File: config.mk
export PLATFORM = sky130hd
export DESIGN_NAME = transmitter_overload_sequencer
export DESIGN_NICKNAME = d
export VERILOG_FILES = /design/src/tos_pkg.sv /design/src/transmitter_overload_sequencer.sv
export SDC_FILE = /design/constraint.sdc
export NUM_CORES = 1
export LEC_CHECK = 0
export BUFFER_PORTS_ARGS = -buffer_cell sky130_fd_sc_hd__buf_4
export CAP_MARGIN = 40
export CORE_ASPECT_RATIO = 1.1
export CORE_MARGIN = 2
export CORE_UTILIZATION = 45
export DETAILED_ROUTE_END_ITERATION = 12
export GPL_TIMING_DRIVEN = 0
export HOLD_SLACK_MARGIN = 0.08
export PLACE_DENSITY = 0.7
export SYNTH_ARGS = -nofsm -noshare
export SYNTH_HDL_FRONTEND = slang
export SYNTH_SLANG_ARGS = --single-unit
File: constraint.sdc
create_clock -name clock -period 19.3 [get_ports clock]
set_input_delay 1.93 -clock clock [delete_from_list [all_inputs] [get_ports clock]]
set_output_delay 1.93 -clock clock [all_outputs]
set_load 0.005 [all_outputs]
File: src/tos_pkg.sv
package tos_pkg;

  localparam int unsigned CLOCK_HZ = 50_000_000;

  // Delay figures in their own units
  localparam int unsigned RUNON_MIN = 5;
  localparam int unsigned WARMUP_MIN = 5;
  localparam int unsigned CLEAR_MIN = 1;
  localparam int unsigned INTERRUPT_MS = 1500;
  localparam int unsigned STUCK_MS = 500;

  // Derived tick counts: the divider makes a 1 ms tick
  localparam int unsigned TICK_HZ = 1000;
  localparam int unsigned TICK_DIV = CLOCK_HZ / TICK_HZ;
  localparam int unsigned MS_PER_MIN = 60_000;
  localparam int unsigned RUNON_TICKS = RUNON_MIN * MS_PER_MIN;
  localparam int unsigned WARMUP_TICKS = WARMUP_MIN * MS_PER_MIN;
  localparam int unsigned CLEAR_TICKS = CLEAR_MIN * MS_PER_MIN;
  localparam int unsigned INTERRUPT_TICKS = INTERRUPT_MS * TICK_HZ / 1000;
  localparam int unsigned STUCK_TICKS = STUCK_MS * TICK_HZ / 1000;

  localparam int unsigned TIMER_W = 20;
  localparam int unsigned OVL_COUNT = 5;
  localparam int unsigned FLASH_TICKS = 250;

  // Overload input positions
  localparam int unsigned OVL_CAVITY4 = 0;
  localparam int unsigned OVL_COLLECTOR = 1;
  localparam int unsigned OVL_BODY = 2;
  localparam int unsigned OVL_VSWR = 3;
  localparam int unsigned OVL_CAVITY3 = 4;

  typedef struct packed {
    logic filament_on_button;
    logic filament_off_button;
    logic beam_on_button;
    logic fault_clear_button;
    logic one_shot_trip_button;
    logic overload_memory_clear;
  } tos_buttons_type;

  typedef struct packed {
    logic blower_relay;
    logic heat_exchanger_relay;
    logic filament_contactor;
    logic magnet_supply_relay;
    logic beam_interrupt;
  } tos_relays_type;

  typedef struct packed {
    logic air_ok_lamp;
    logic auto_on_lamp;
    logic warmup_elapsed_lamp;
    logic one_shot_trip_lamp;
    logic fault_lamp;
  } tos_lamps_type;

  typedef enum logic [1:0] {
    tos_filament_off_button,
    tos_filament_on_button,
    tos_run_on
  } tos_fil_state_type;

endpackage

File: src/transmitter_overload_sequencer.sv
// Notes on behaviour
// - Filament-on sets filament and blower latches, warm-up, gate input, blower relays.
// - Air flow with filament latch lights air lamp, energizes contactor and magnet.
// - Filament-off clears filament latch, drops contactor and magnet relay at once.
// - Blower and heat exchanger run on five minutes after filament-off.
// - No turn-on while any logic board is missing.
// - Beam-on sets beam latch, lights auto lamp, enables first beam input.
// - Five minutes after filament-on, warm-up completes and its lamp lights.
// - Beam enable needs latch, warm-up, interlocks, no cutoff, aux contact, magnet relay.
// - Beam enable assertion triggers the 1.5 s beam-interrupt monostable.
// - Five separate overload inputs across the two input boards.
// - Overload rising edge sets memory and indicator, pulses counter and monostable.
// - Each overload interrupts beam 1.5 s then returns unless count is three.
// - Three-stage thermometer counter; each error sets the next unset stage.
// - Each error restarts one-minute auto-clear; expiry clears latch and counter.
// - Three overloads within one minute give no automatic beam return.
// - One-shot lamp lit while stage two set and three not; dark at one.
// - One-shot button sets stage two directly and lights its lamp.
// - Stage three cuts beam, darkens one-shot lamp, flashes fault, holds auto-clear.
// - Overload held over 0.5 s sets stage three directly.
// - Fault clear empties counter and auto-clear latch; beam may return.
// - Overload memory clear empties all memories and indicators.
`timescale 1ns/1ps

module transmitter_overload_sequencer
  import tos_pkg::*;
#(
  parameter int unsigned OVL_N = OVL_COUNT,
  parameter int unsigned TICK_DIVIDE = TICK_DIV,
  parameter int unsigned RUNON_COUNT = RUNON_TICKS,
  parameter int unsigned WARMUP_COUNT = WARMUP_TICKS,
  parameter int unsigned CLEAR_COUNT = CLEAR_TICKS
) (
  // Clock and reset
  input wire logic clock,
  input wire logic rst,
  // Operator pushbuttons
  input wire tos_buttons_type buttons,
  // Contacts and sensors
  input wire logic air_flow_normal,
  input wire logic boards_present,
  input wire logic interlocks_closed,
  input wire logic filament_aux_closed,
  input wire logic magnet_current_relay,
  input wire logic [OVL_N-1:0] overload_in,
  // Relay drivers
  output tos_relays_type relays,
  output logic beam_enable,
  // Lamps and indicators
  output tos_lamps_type lamps,
  output logic [OVL_N-1:0] overload_memory,
  output logic [2:0] fault_stages
);

  // Synchronised copies; inputs are already synchronous so one stage suffices
  tos_buttons_type btn_q;
  tos_buttons_type btn_prev;
  logic [OVL_N-1:0] ovl_q;
  logic [OVL_N-1:0] ovl_prev;
  logic air_q;
  logic boards_q;
  logic interlock_q;
  logic aux_q;
  logic magnet_q;

  always_ff @(posedge clock or posedge rst) begin
    if (rst) begin
      btn_q <= '0;
      btn_prev <= '0;
      ovl_q <= '0;
      ovl_prev <= '0;
      air_q <= 1'b0;
      boards_q <= 1'b0;
      interlock_q <= 1'b0;
      aux_q <= 1'b0;
      magnet_q <= 1'b0;
    end else begin
      btn_q <= buttons;
      btn_prev <= btn_q;
      ovl_q <= overload_in;
      ovl_prev <= ovl_q;
      air_q <= air_flow_normal;
      boards_q <= boards_present;
      interlock_q <= interlocks_closed;
      aux_q <= filament_aux_closed;
      magnet_q <= magnet_current_relay;
    end
  end

  tos_buttons_type press;
  assign press = btn_q & ~btn_prev;

  logic [OVL_N-1:0] ovl_rise;
  assign ovl_rise = ovl_q & ~ovl_prev;

  // Millisecond tick divider
  logic [$clog2(TICK_DIVIDE)-1:0] div_count;
  logic tick;

  always_ff @(posedge clock or posedge rst) begin
    if (rst) begin
      div_count <= '0;
      tick <= 1'b0;
    end else if (div_count == ($clog2(TICK_DIVIDE))'(TICK_DIVIDE - 1)) begin
      div_count <= '0;
      tick <= 1'b1;
    end else begin
      div_count <= div_count + 1'b1;
      tick <= 1'b0;
    end
  end

  // Filament and blower sequencing
  logic filament_latch;
  logic blower_latch;
  logic [TIMER_W-1:0] runon_count;
  logic turn_on;
  assign turn_on = press.filament_on_button && boards_q;

  always_ff @(posedge clock or posedge rst) begin
    if (rst) begin
      filament_latch <= 1'b0;
      blower_latch <= 1'b0;
      runon_count <= '0;
    end else if (press.filament_off_button) begin
      filament_latch <= 1'b0;
      runon_count <= '0;
    end else if (turn_on) begin
      filament_latch <= 1'b1;
      blower_latch <= 1'b1;
      runon_count <= '0;
    end else if (!filament_latch && blower_latch && tick) begin
      if (runon_count == TIMER_W'(RUNON_COUNT - 1)) begin
        blower_latch <= 1'b0;
        runon_count <= '0;
      end else begin
        runon_count <= runon_count + 1'b1;
      end
    end
  end

  // Warm-up delay latch
  logic warmup_latch;
  logic warmup_done;
  logic [TIMER_W-1:0] warmup_count;

  always_ff @(posedge clock or posedge rst) begin
    if (rst) begin
      warmup_latch <= 1'b0;
      warmup_done <= 1'b0;
      warmup_count <= '0;
    end else if (press.filament_off_button) begin
      warmup_latch <= 1'b0;
      warmup_done <= 1'b0;
      warmup_count <= '0;
    end else if (turn_on && !warmup_latch) begin
      warmup_latch <= 1'b1;
      warmup_count <= '0;
    end else if (warmup_latch && !warmup_done && tick) begin
      if (warmup_count == TIMER_W'(WARMUP_COUNT - 1)) begin
        warmup_done <= 1'b1;
      end else begin
        warmup_count <= warmup_count + 1'b1;
      end
    end
  end

  // Beam latch; filament-off drops it too since the beam cannot run without filament
  logic beam_latch;

  always_ff @(posedge clock or posedge rst) begin
    if (rst) begin
      beam_latch <= 1'b0;
    end else if (press.filament_off_button) begin
      beam_latch <= 1'b0;
    end else if (press.beam_on_button && boards_q) begin
      beam_latch <= 1'b1;
    end
  end

  // Overload memories and stuck-input timers, one per input
  logic [OVL_N-1:0] stuck_hit;

  generate
    for (genvar i = 0; i < OVL_N; i++) begin : g_ovl
      logic [TIMER_W-1:0] high_count;
      always_ff @(posedge clock or posedge rst) begin
        if (rst) begin
          overload_memory[i] <= 1'b0;
        end else if (ovl_rise[i]) begin
          overload_memory[i] <= 1'b1;
        end else if (press.overload_memory_clear) begin
          overload_memory[i] <= 1'b0;
        end
      end
      always_ff @(posedge clock or posedge rst) begin
        if (rst) begin
          high_count <= '0;
          stuck_hit[i] <= 1'b0;
        end else if (!ovl_q[i]) begin
          high_count <= '0;
          stuck_hit[i] <= 1'b0;
        end else if (tick && high_count != TIMER_W'(STUCK_TICKS)) begin
          high_count <= high_count + 1'b1;
          stuck_hit[i] <= (high_count == TIMER_W'(STUCK_TICKS - 1));
        end
        // Hit stays up while the input is held: a fault clear cannot outlast a held overload
      end
    end
  endgenerate

  logic error_pulse;
  assign error_pulse = |ovl_rise;

  // Three-stage fault counter with auto-clear latch
  logic [TIMER_W-1:0] clear_count;
  logic autoclear_latch;
  logic autoclear_expire;
  assign autoclear_expire = autoclear_latch && tick
                            && clear_count == TIMER_W'(CLEAR_COUNT - 1);

  logic [2:0] counted_stages;
  assign counted_stages = {fault_stages[1:0], 1'b1} | fault_stages;

  always_ff @(posedge clock or posedge rst) begin
    if (rst) begin
      fault_stages <= '0;
    end else if (error_pulse || |stuck_hit || press.one_shot_trip_button) begin
      // New faults win over a clear in the same cycle; coincident sources all land
      fault_stages <= (error_pulse ? counted_stages : fault_stages)
                      | {|stuck_hit, press.one_shot_trip_button, 1'b0};
    end else if (press.fault_clear_button || autoclear_expire) begin
      fault_stages <= '0;
    end
  end

  always_ff @(posedge clock or posedge rst) begin
    if (rst) begin
      autoclear_latch <= 1'b0;
      clear_count <= '0;
    end else if (fault_stages[2] || press.fault_clear_button) begin
      autoclear_latch <= 1'b0;
      clear_count <= '0;
    end else if (error_pulse) begin
      autoclear_latch <= 1'b1;
      clear_count <= '0;
    end else if (autoclear_latch && tick) begin
      if (autoclear_expire) begin
        autoclear_latch <= 1'b0;
        clear_count <= '0;
      end else begin
        clear_count <= clear_count + 1'b1;
      end
    end
  end

  logic beam_cutoff;
  assign beam_cutoff = fault_stages[2];

  // Beam gate and interrupt monostable
  logic next_beam_enable;
  assign next_beam_enable = beam_latch && warmup_done && interlock_q && !beam_cutoff
                            && aux_q && magnet_q;

  logic [TIMER_W-1:0] mono_count;
  logic interrupt_q;
  logic mono_trigger;
  assign mono_trigger = (next_beam_enable && !beam_enable) || error_pulse;

  always_ff @(posedge clock or posedge rst) begin
    if (rst) begin
      beam_enable <= 1'b0;
    end else begin
      beam_enable <= next_beam_enable;
    end
  end

  always_ff @(posedge clock or posedge rst) begin
    if (rst) begin
      mono_count <= '0;
      interrupt_q <= 1'b0;
    end else if (mono_trigger) begin
      mono_count <= '0;
      interrupt_q <= 1'b1;
    end else if (interrupt_q && tick) begin
      if (mono_count == TIMER_W'(INTERRUPT_TICKS - 1)) begin
        interrupt_q <= 1'b0;
      end else begin
        mono_count <= mono_count + 1'b1;
      end
    end
  end

  // Relay outputs; one flop per coil, gathered so the struct has a single driver
  logic blower_q;
  logic heat_q;
  logic contactor_q;
  logic magnet_q_out;

  always_ff @(posedge clock or posedge rst) begin
    if (rst) begin
      blower_q <= 1'b0;
      heat_q <= 1'b0;
      contactor_q <= 1'b0;
      magnet_q_out <= 1'b0;
    end else begin
      blower_q <= blower_latch;
      heat_q <= blower_latch;
      contactor_q <= filament_latch && air_q;
      magnet_q_out <= filament_latch && air_q;
    end
  end

  assign relays = {blower_q, heat_q, contactor_q, magnet_q_out, interrupt_q};

  // Fault lamp flasher
  logic [TIMER_W-1:0] flash_count;
  logic flash_phase;

  always_ff @(posedge clock or posedge rst) begin
    if (rst) begin
      flash_count <= '0;
      flash_phase <= 1'b0;
    end else if (!fault_stages[2]) begin
      flash_count <= '0;
      flash_phase <= 1'b0;
    end else if (tick) begin
      if (flash_count == TIMER_W'(FLASH_TICKS - 1)) begin
        flash_count <= '0;
        flash_phase <= !flash_phase;
      end else begin
        flash_count <= flash_count + 1'b1;
      end
    end
  end

  always_ff @(posedge clock or posedge rst) begin
    if (rst) begin
      lamps <= '0;
    end else begin
      lamps.air_ok_lamp <= filament_latch && air_q;
      lamps.auto_on_lamp <= beam_latch;
      lamps.warmup_elapsed_lamp <= warmup_done;
      lamps.one_shot_trip_lamp <= fault_stages[1] && !fault_stages[2];
      lamps.fault_lamp <= fault_stages[2] && !flash_phase;
    end
  end

endmodule // transmitter_overload_sequencer

Word level (Yosys, flattened, before mapping):

Index checks and enable logic that the tools add are counted.

* memories: 0
* bits in writable memories: 0
* bits in latches: 0
* ROM bits: 0
* output and inout port bits: 19
* input port bits: 18
* word-level logic and storage cells: 236
* register bits: 272

* equality and inequality tests: 26
* reduce and logical (&&, ||, !) cells: 63
* mux-type cells: 72
* add/subtract/negate cells: 11
* div/mod/pow operators: 0
* $lt $le $gt $ge: 0
* shift-type cells: 0
* bitwise operators: 7
* $mul: 0

Operators with widths (count)
* two-way mux 20 bit: 28
* adder 20 x 1 -> 20 bit (second input constant): 10
* == test 20 x 9 -> 1 bit (second input constant): 5
* != test 20 x 9 -> 1 bit (second input constant): 5
* == test 20 x 19 -> 1 bit (second input constant): 2
* two-way mux 1 bit: 40
* nonzero test 2 bit: 15
* logical AND 1 bit: 24
* == test 20 x 11 -> 1 bit (second input constant): 1
* == test 20 x 16 -> 1 bit (second input constant): 1
* == test 20 x 8 -> 1 bit (second input constant): 1
* adder 16 x 1 -> 16 bit (second input constant): 1
* == test 16 bit (second input constant): 1
* two-way mux 16 bit: 1
* != test 2 x 1 -> 1 bit (second input constant): 7
* nonzero test 3 bit: 4
* AND reduction 2 bit: 5
* OR reduction 5 bit: 2
* two-way mux 3 bit: 3
* bitwise AND 6 bit: 1
* logical NOT 1 bit: 6
* NOT 6 bit: 1
* OR 3 bit: 2
* AND reduction 3 bit: 2
* 6 further kinds: 11

Logic depth before layout (Yosys ltp):

* depth in word-level cells: 9
* depth in mapped cells: 9
* gate-level depth less buffers: 7

Least setup slack after synthesis:

No wires, ideal clock.

* path type: register to output
* from: register interrupt_q
* to: output port relays[0] (netlist name)
* required time: 17370 ps
* setup slack: 16850 ps
* arrival time: 520 ps
* cell stages (with the launch flop): 2
* buffers on the path: 1
* path through: dfrtp_1 -> buf_4

RTL lines
* start: declaration: line transmitter_overload_sequencer.sv:266 `logic interrupt_q;`
* start signal: assignment: line transmitter_overload_sequencer.sv:281 `interrupt_q <= 1'b0;`
* start signal: assignment: line transmitter_overload_sequencer.sv:284 `interrupt_q <= 1'b1;`
* start signal: assignment: line transmitter_overload_sequencer.sv:287 `interrupt_q <= 1'b0;`
* end: declaration: line transmitter_overload_sequencer.sv:47 `output tos_relays_type relays,`

No word-level cell between the ends.

Final worst setup path:

* from: register interrupt_q
* to: output port relays[0] (netlist name)

No word-level cell between the ends.

==> metrics.md <==
| Metric | Value |
|---|---|
| Hold Vio Cnt, Final | `0` |
| Fin area | `0.0151 mm²` |
| Slew Limit Fails | `0` |
| Fill cell count | `2624` |
| Initial Utilization | `45.3%` |
| WS Path Type | `reg2out` |
| DR iter-0 viols | `637` |
| Worst path max stage delay | `0.44 ns` |
| Ant diodes | `0` |
| Crit path max-delay family | `flip-flops` |
| Clk Latency, worst-skew pair | `0.53 ns` |
| Post-DP HPWL | `17.9 mm` |
| Post-route minimum period | `3.18 ns` |
| Static leakage | `6.37 nW` |
| Sum Neg Setup Slack | `0 ns` |
| Vias in the first global route | `9714` |
| Crit path DAT | `1.25 ns` |
| Total power | `1.18 mW` |
| Top_reg_cell synth | `dfrtp_1` |
| IR Drop Worst-Case VDD | `0.0556 mV` |
| Worst setup EP type | `output port` |
| Die Width | `168 µm` |
| Status | `complete, no violations` |
| RSZ-0062 raised after global routing | `no` |
| Synthesized flop and latch total | `272` |
| EDFF count, synth | `0` |
| Crit path launch type | `register` |
| Clock H-tree levels | `1` |
| Total GRT Usage | `17.4%` |
| # resized after CTS | `0` |
| Grt peak-use layer | `met2` |
| CTS Buf Count | `29` |
| Worst Hold Class | `reg2reg` |
| Placed cell areas | `0.0141 mm²` |
| Cell Area, Synth | `0.0133 mm²` |
| Number of synthesis warnings | `0` |
| Largest net degree at the start of global routing | `115` |
| Routed vias | `9922` |
| Crit path cell chain | `buf_4, buf_4` |
| DRT Pass-1 Iters | `5` |
| I/O pin total | `37` |
| Crit path top cell by count | `buf_4` |
| Avg Inst Size Synth | `9.90 µm²` |
| Root Buffer | `clkbuf_16` |
| Synth top area cells | `dfrtp_1, xnor2_1, nor2_1` |
| Period utilisation layout | `16.5%` |
| Worst Path Buf+Inv | `2` |
| Fraction of registers with async set or reset after synthesis | `100%` |
| Synth top area share | `51.1%` |
| Most frequent cells in the layout | `dfrtp_1, nor2_1, nand2_1, xnor2_1, nand3_1` |
| Fmax | `0.315 GHz` |
| Slew margin rel. | `38.3%` |
| Die Y | `185 µm` |
| Wire per inst | `14.6 µm` |
| Area grow syn2layout | `13.3%` |
| Drt drc | `0` |
| Synth unique cells | `67` |
| Clk buf depth | `3` |
| Met1 Track Usage GR | `23.2%` |
| Gate Count Post-Synth | `1347` |
| Worst Tran Pin Value | `0.917 ns` |
| First-pass GRT wire length | `46.1 mm` |
| Crit-path slowest cell | `dfrtp_1` |
| Number of post-CTS setup repair buffers | `0` |
| CTS Hold Bufs | `0` |
| Final net count | `1451` |
| Port buffer count | `36` |
| M3 GR Usage | `2.40%` |
| Critical path fanouts, max | `5` |
| Row count | `66` |
| Commonest non-fill, non-tap cell in the layout | `dfrtp_1` |
| CTS tree | `done` |
| Syn_nets | `1382` |
| Core ar. | `0.0294 mm²` |
| DR vias/cell | `5.48` |
| RePlAce Congestion | `0.817` |
| Largest area contributor in the netlist | `dfrtp_1` |
| Clock sink count | `272` |
| Max-cap violations | `0` |
| Sequential area share after synthesis | `51.1%` |
| M2 GR Usage | `30.2%` |
| Fraction of layout cells with a size suffix above 1 | `8.57%` |
| Required time worst endpoint | `17.37 ns` |
| Reg clk slew, reported paths | `0.06 ns` |
| Pwr dens | `78.1 mW/mm²` |
| Hold Slack | `0.371 ns` |
| Setup violators final | `0` |
| Die ar. | `0.0310 mm²` |
| DRT antenna net count | `0` |
| Worst setup margin | `16.12 ns` |
| Final clock skew | `0.0101 ns` |
| Antenna violations before repair | `0` |
| Placement Setup Slack | `16.23 ns` |
| GRT Residual Overflow | `0` |
| Final wirelength | `26.4 mm` |
[per-stage QoR]
stage,utilization [%],instances
finish,51.4,1810
global route,51.4,1810
CTS,51.4,1810
detailed placement,48.1,1759
global placement,47.9,1757
floorplan,-,1347
[power by group]
part           internal (mW)  total (mW)  leakage, nW  switching (mW)
Sequential             0.576       0.580         3.67         0.00409
Clock                  0.344       0.563        0.483           0.219
Combinational         0.0115      0.0362         2.22          0.0247
[synthesized netlist by cell type, drive strengths merged (3+ instances only)]
cell     number
dfrtp       272
nor2        152
nand2       114
xnor2        95
nand3        88
and2         62
xor2         62
nand4        54
o21ai        42
nor3         40
nor4         39
inv          35
clkbuf       27
a21oi        24
and3         24
o31ai        20
or3          19
nand2b       18
ha           17
buf          16
a21boi       15
or4          15
nor2b        13
and4         12
mux2i         7
o2111ai       7
o211ai        7
a31oi         6
nand3b        6
nor3b         5
nor4b         5
nand4b        4
and3b         3
nor4bb        3
o41ai         3
[flip-flops by register name (all words and copies together), names as in the netlist, 5 cells and up]
| register | flops |
|---|---|
| g_ovl.high_count | 100 |
| clear_count | 20 |
| flash_count | 20 |
| mono_count | 20 |
| runon_count | 20 |
| warmup_count | 20 |
| div_count | 16 |
| btn_prev | 6 |
| btn_q | 6 |
| lamps | 5 |
| overload_memory | 5 |
| ovl_prev | 5 |
| ovl_q | 5 |
| stuck_hit | 5 |
[logic make-up after synthesis]
group                    synth area share (%)
adder cells (fa/ha/maj)                  1.60
buffers and inverters                    2.57
AO/OA/AOI/OAI                            6.97
XOR/XNOR                                 10.3
AND/OR/NAND/NOR                          27.0
flip-flops                               51.1
multiplexers                            0.526
[final cells by class]
cell class                      count  area (µm²)  area share (%)
Clock inverter                      9         123           0.812
Tap cell                          374         468            3.10
Sequential cell                   272        6810            45.1
Buffer                             43         211            1.40
Clock buffer                       42         855            5.66
Inverter                           35         139           0.919
Multi-Input combinational cell    997        6180            40.9
Timing Repair Buffer               38         325            2.15
[metal layers]
metal,share of wire (%),up-vias
li1,-,4849
met1,47,4918
met2,49,122
met3,3.1,33
met4,1.7,0
met5,0,-
[path summary, 6_finish.rpt]
path | start | end | slack [ns] | cells past startpoint
worst max-delay path | interrupt_q$_DFFE_PP0P_ | relays[0] | 16.12 | 2
worst min-delay path | btn_q[1]$_DFF_PP0_ | btn_prev[1]$_DFF_PP0_ | 0.37 | 0
worst max register to register | tick$_DFF_PP0_ | g_ovl[4].high_count[13]$_DFFE_PP0P_ | 16.69 | 8
worst min register to register | btn_q[1]$_DFF_PP0_ | btn_prev[1]$_DFF_PP0_ | 0.37 | 0
max in group asynchronous | rst | div_count[15]$_DFF_PP0_ | 16.85 | 3
min in group asynchronous | rst | mono_count[13]$_DFFE_PP0P_ | 1.51 | 2
Note: power is estimated with default switching activity, not from simulation.
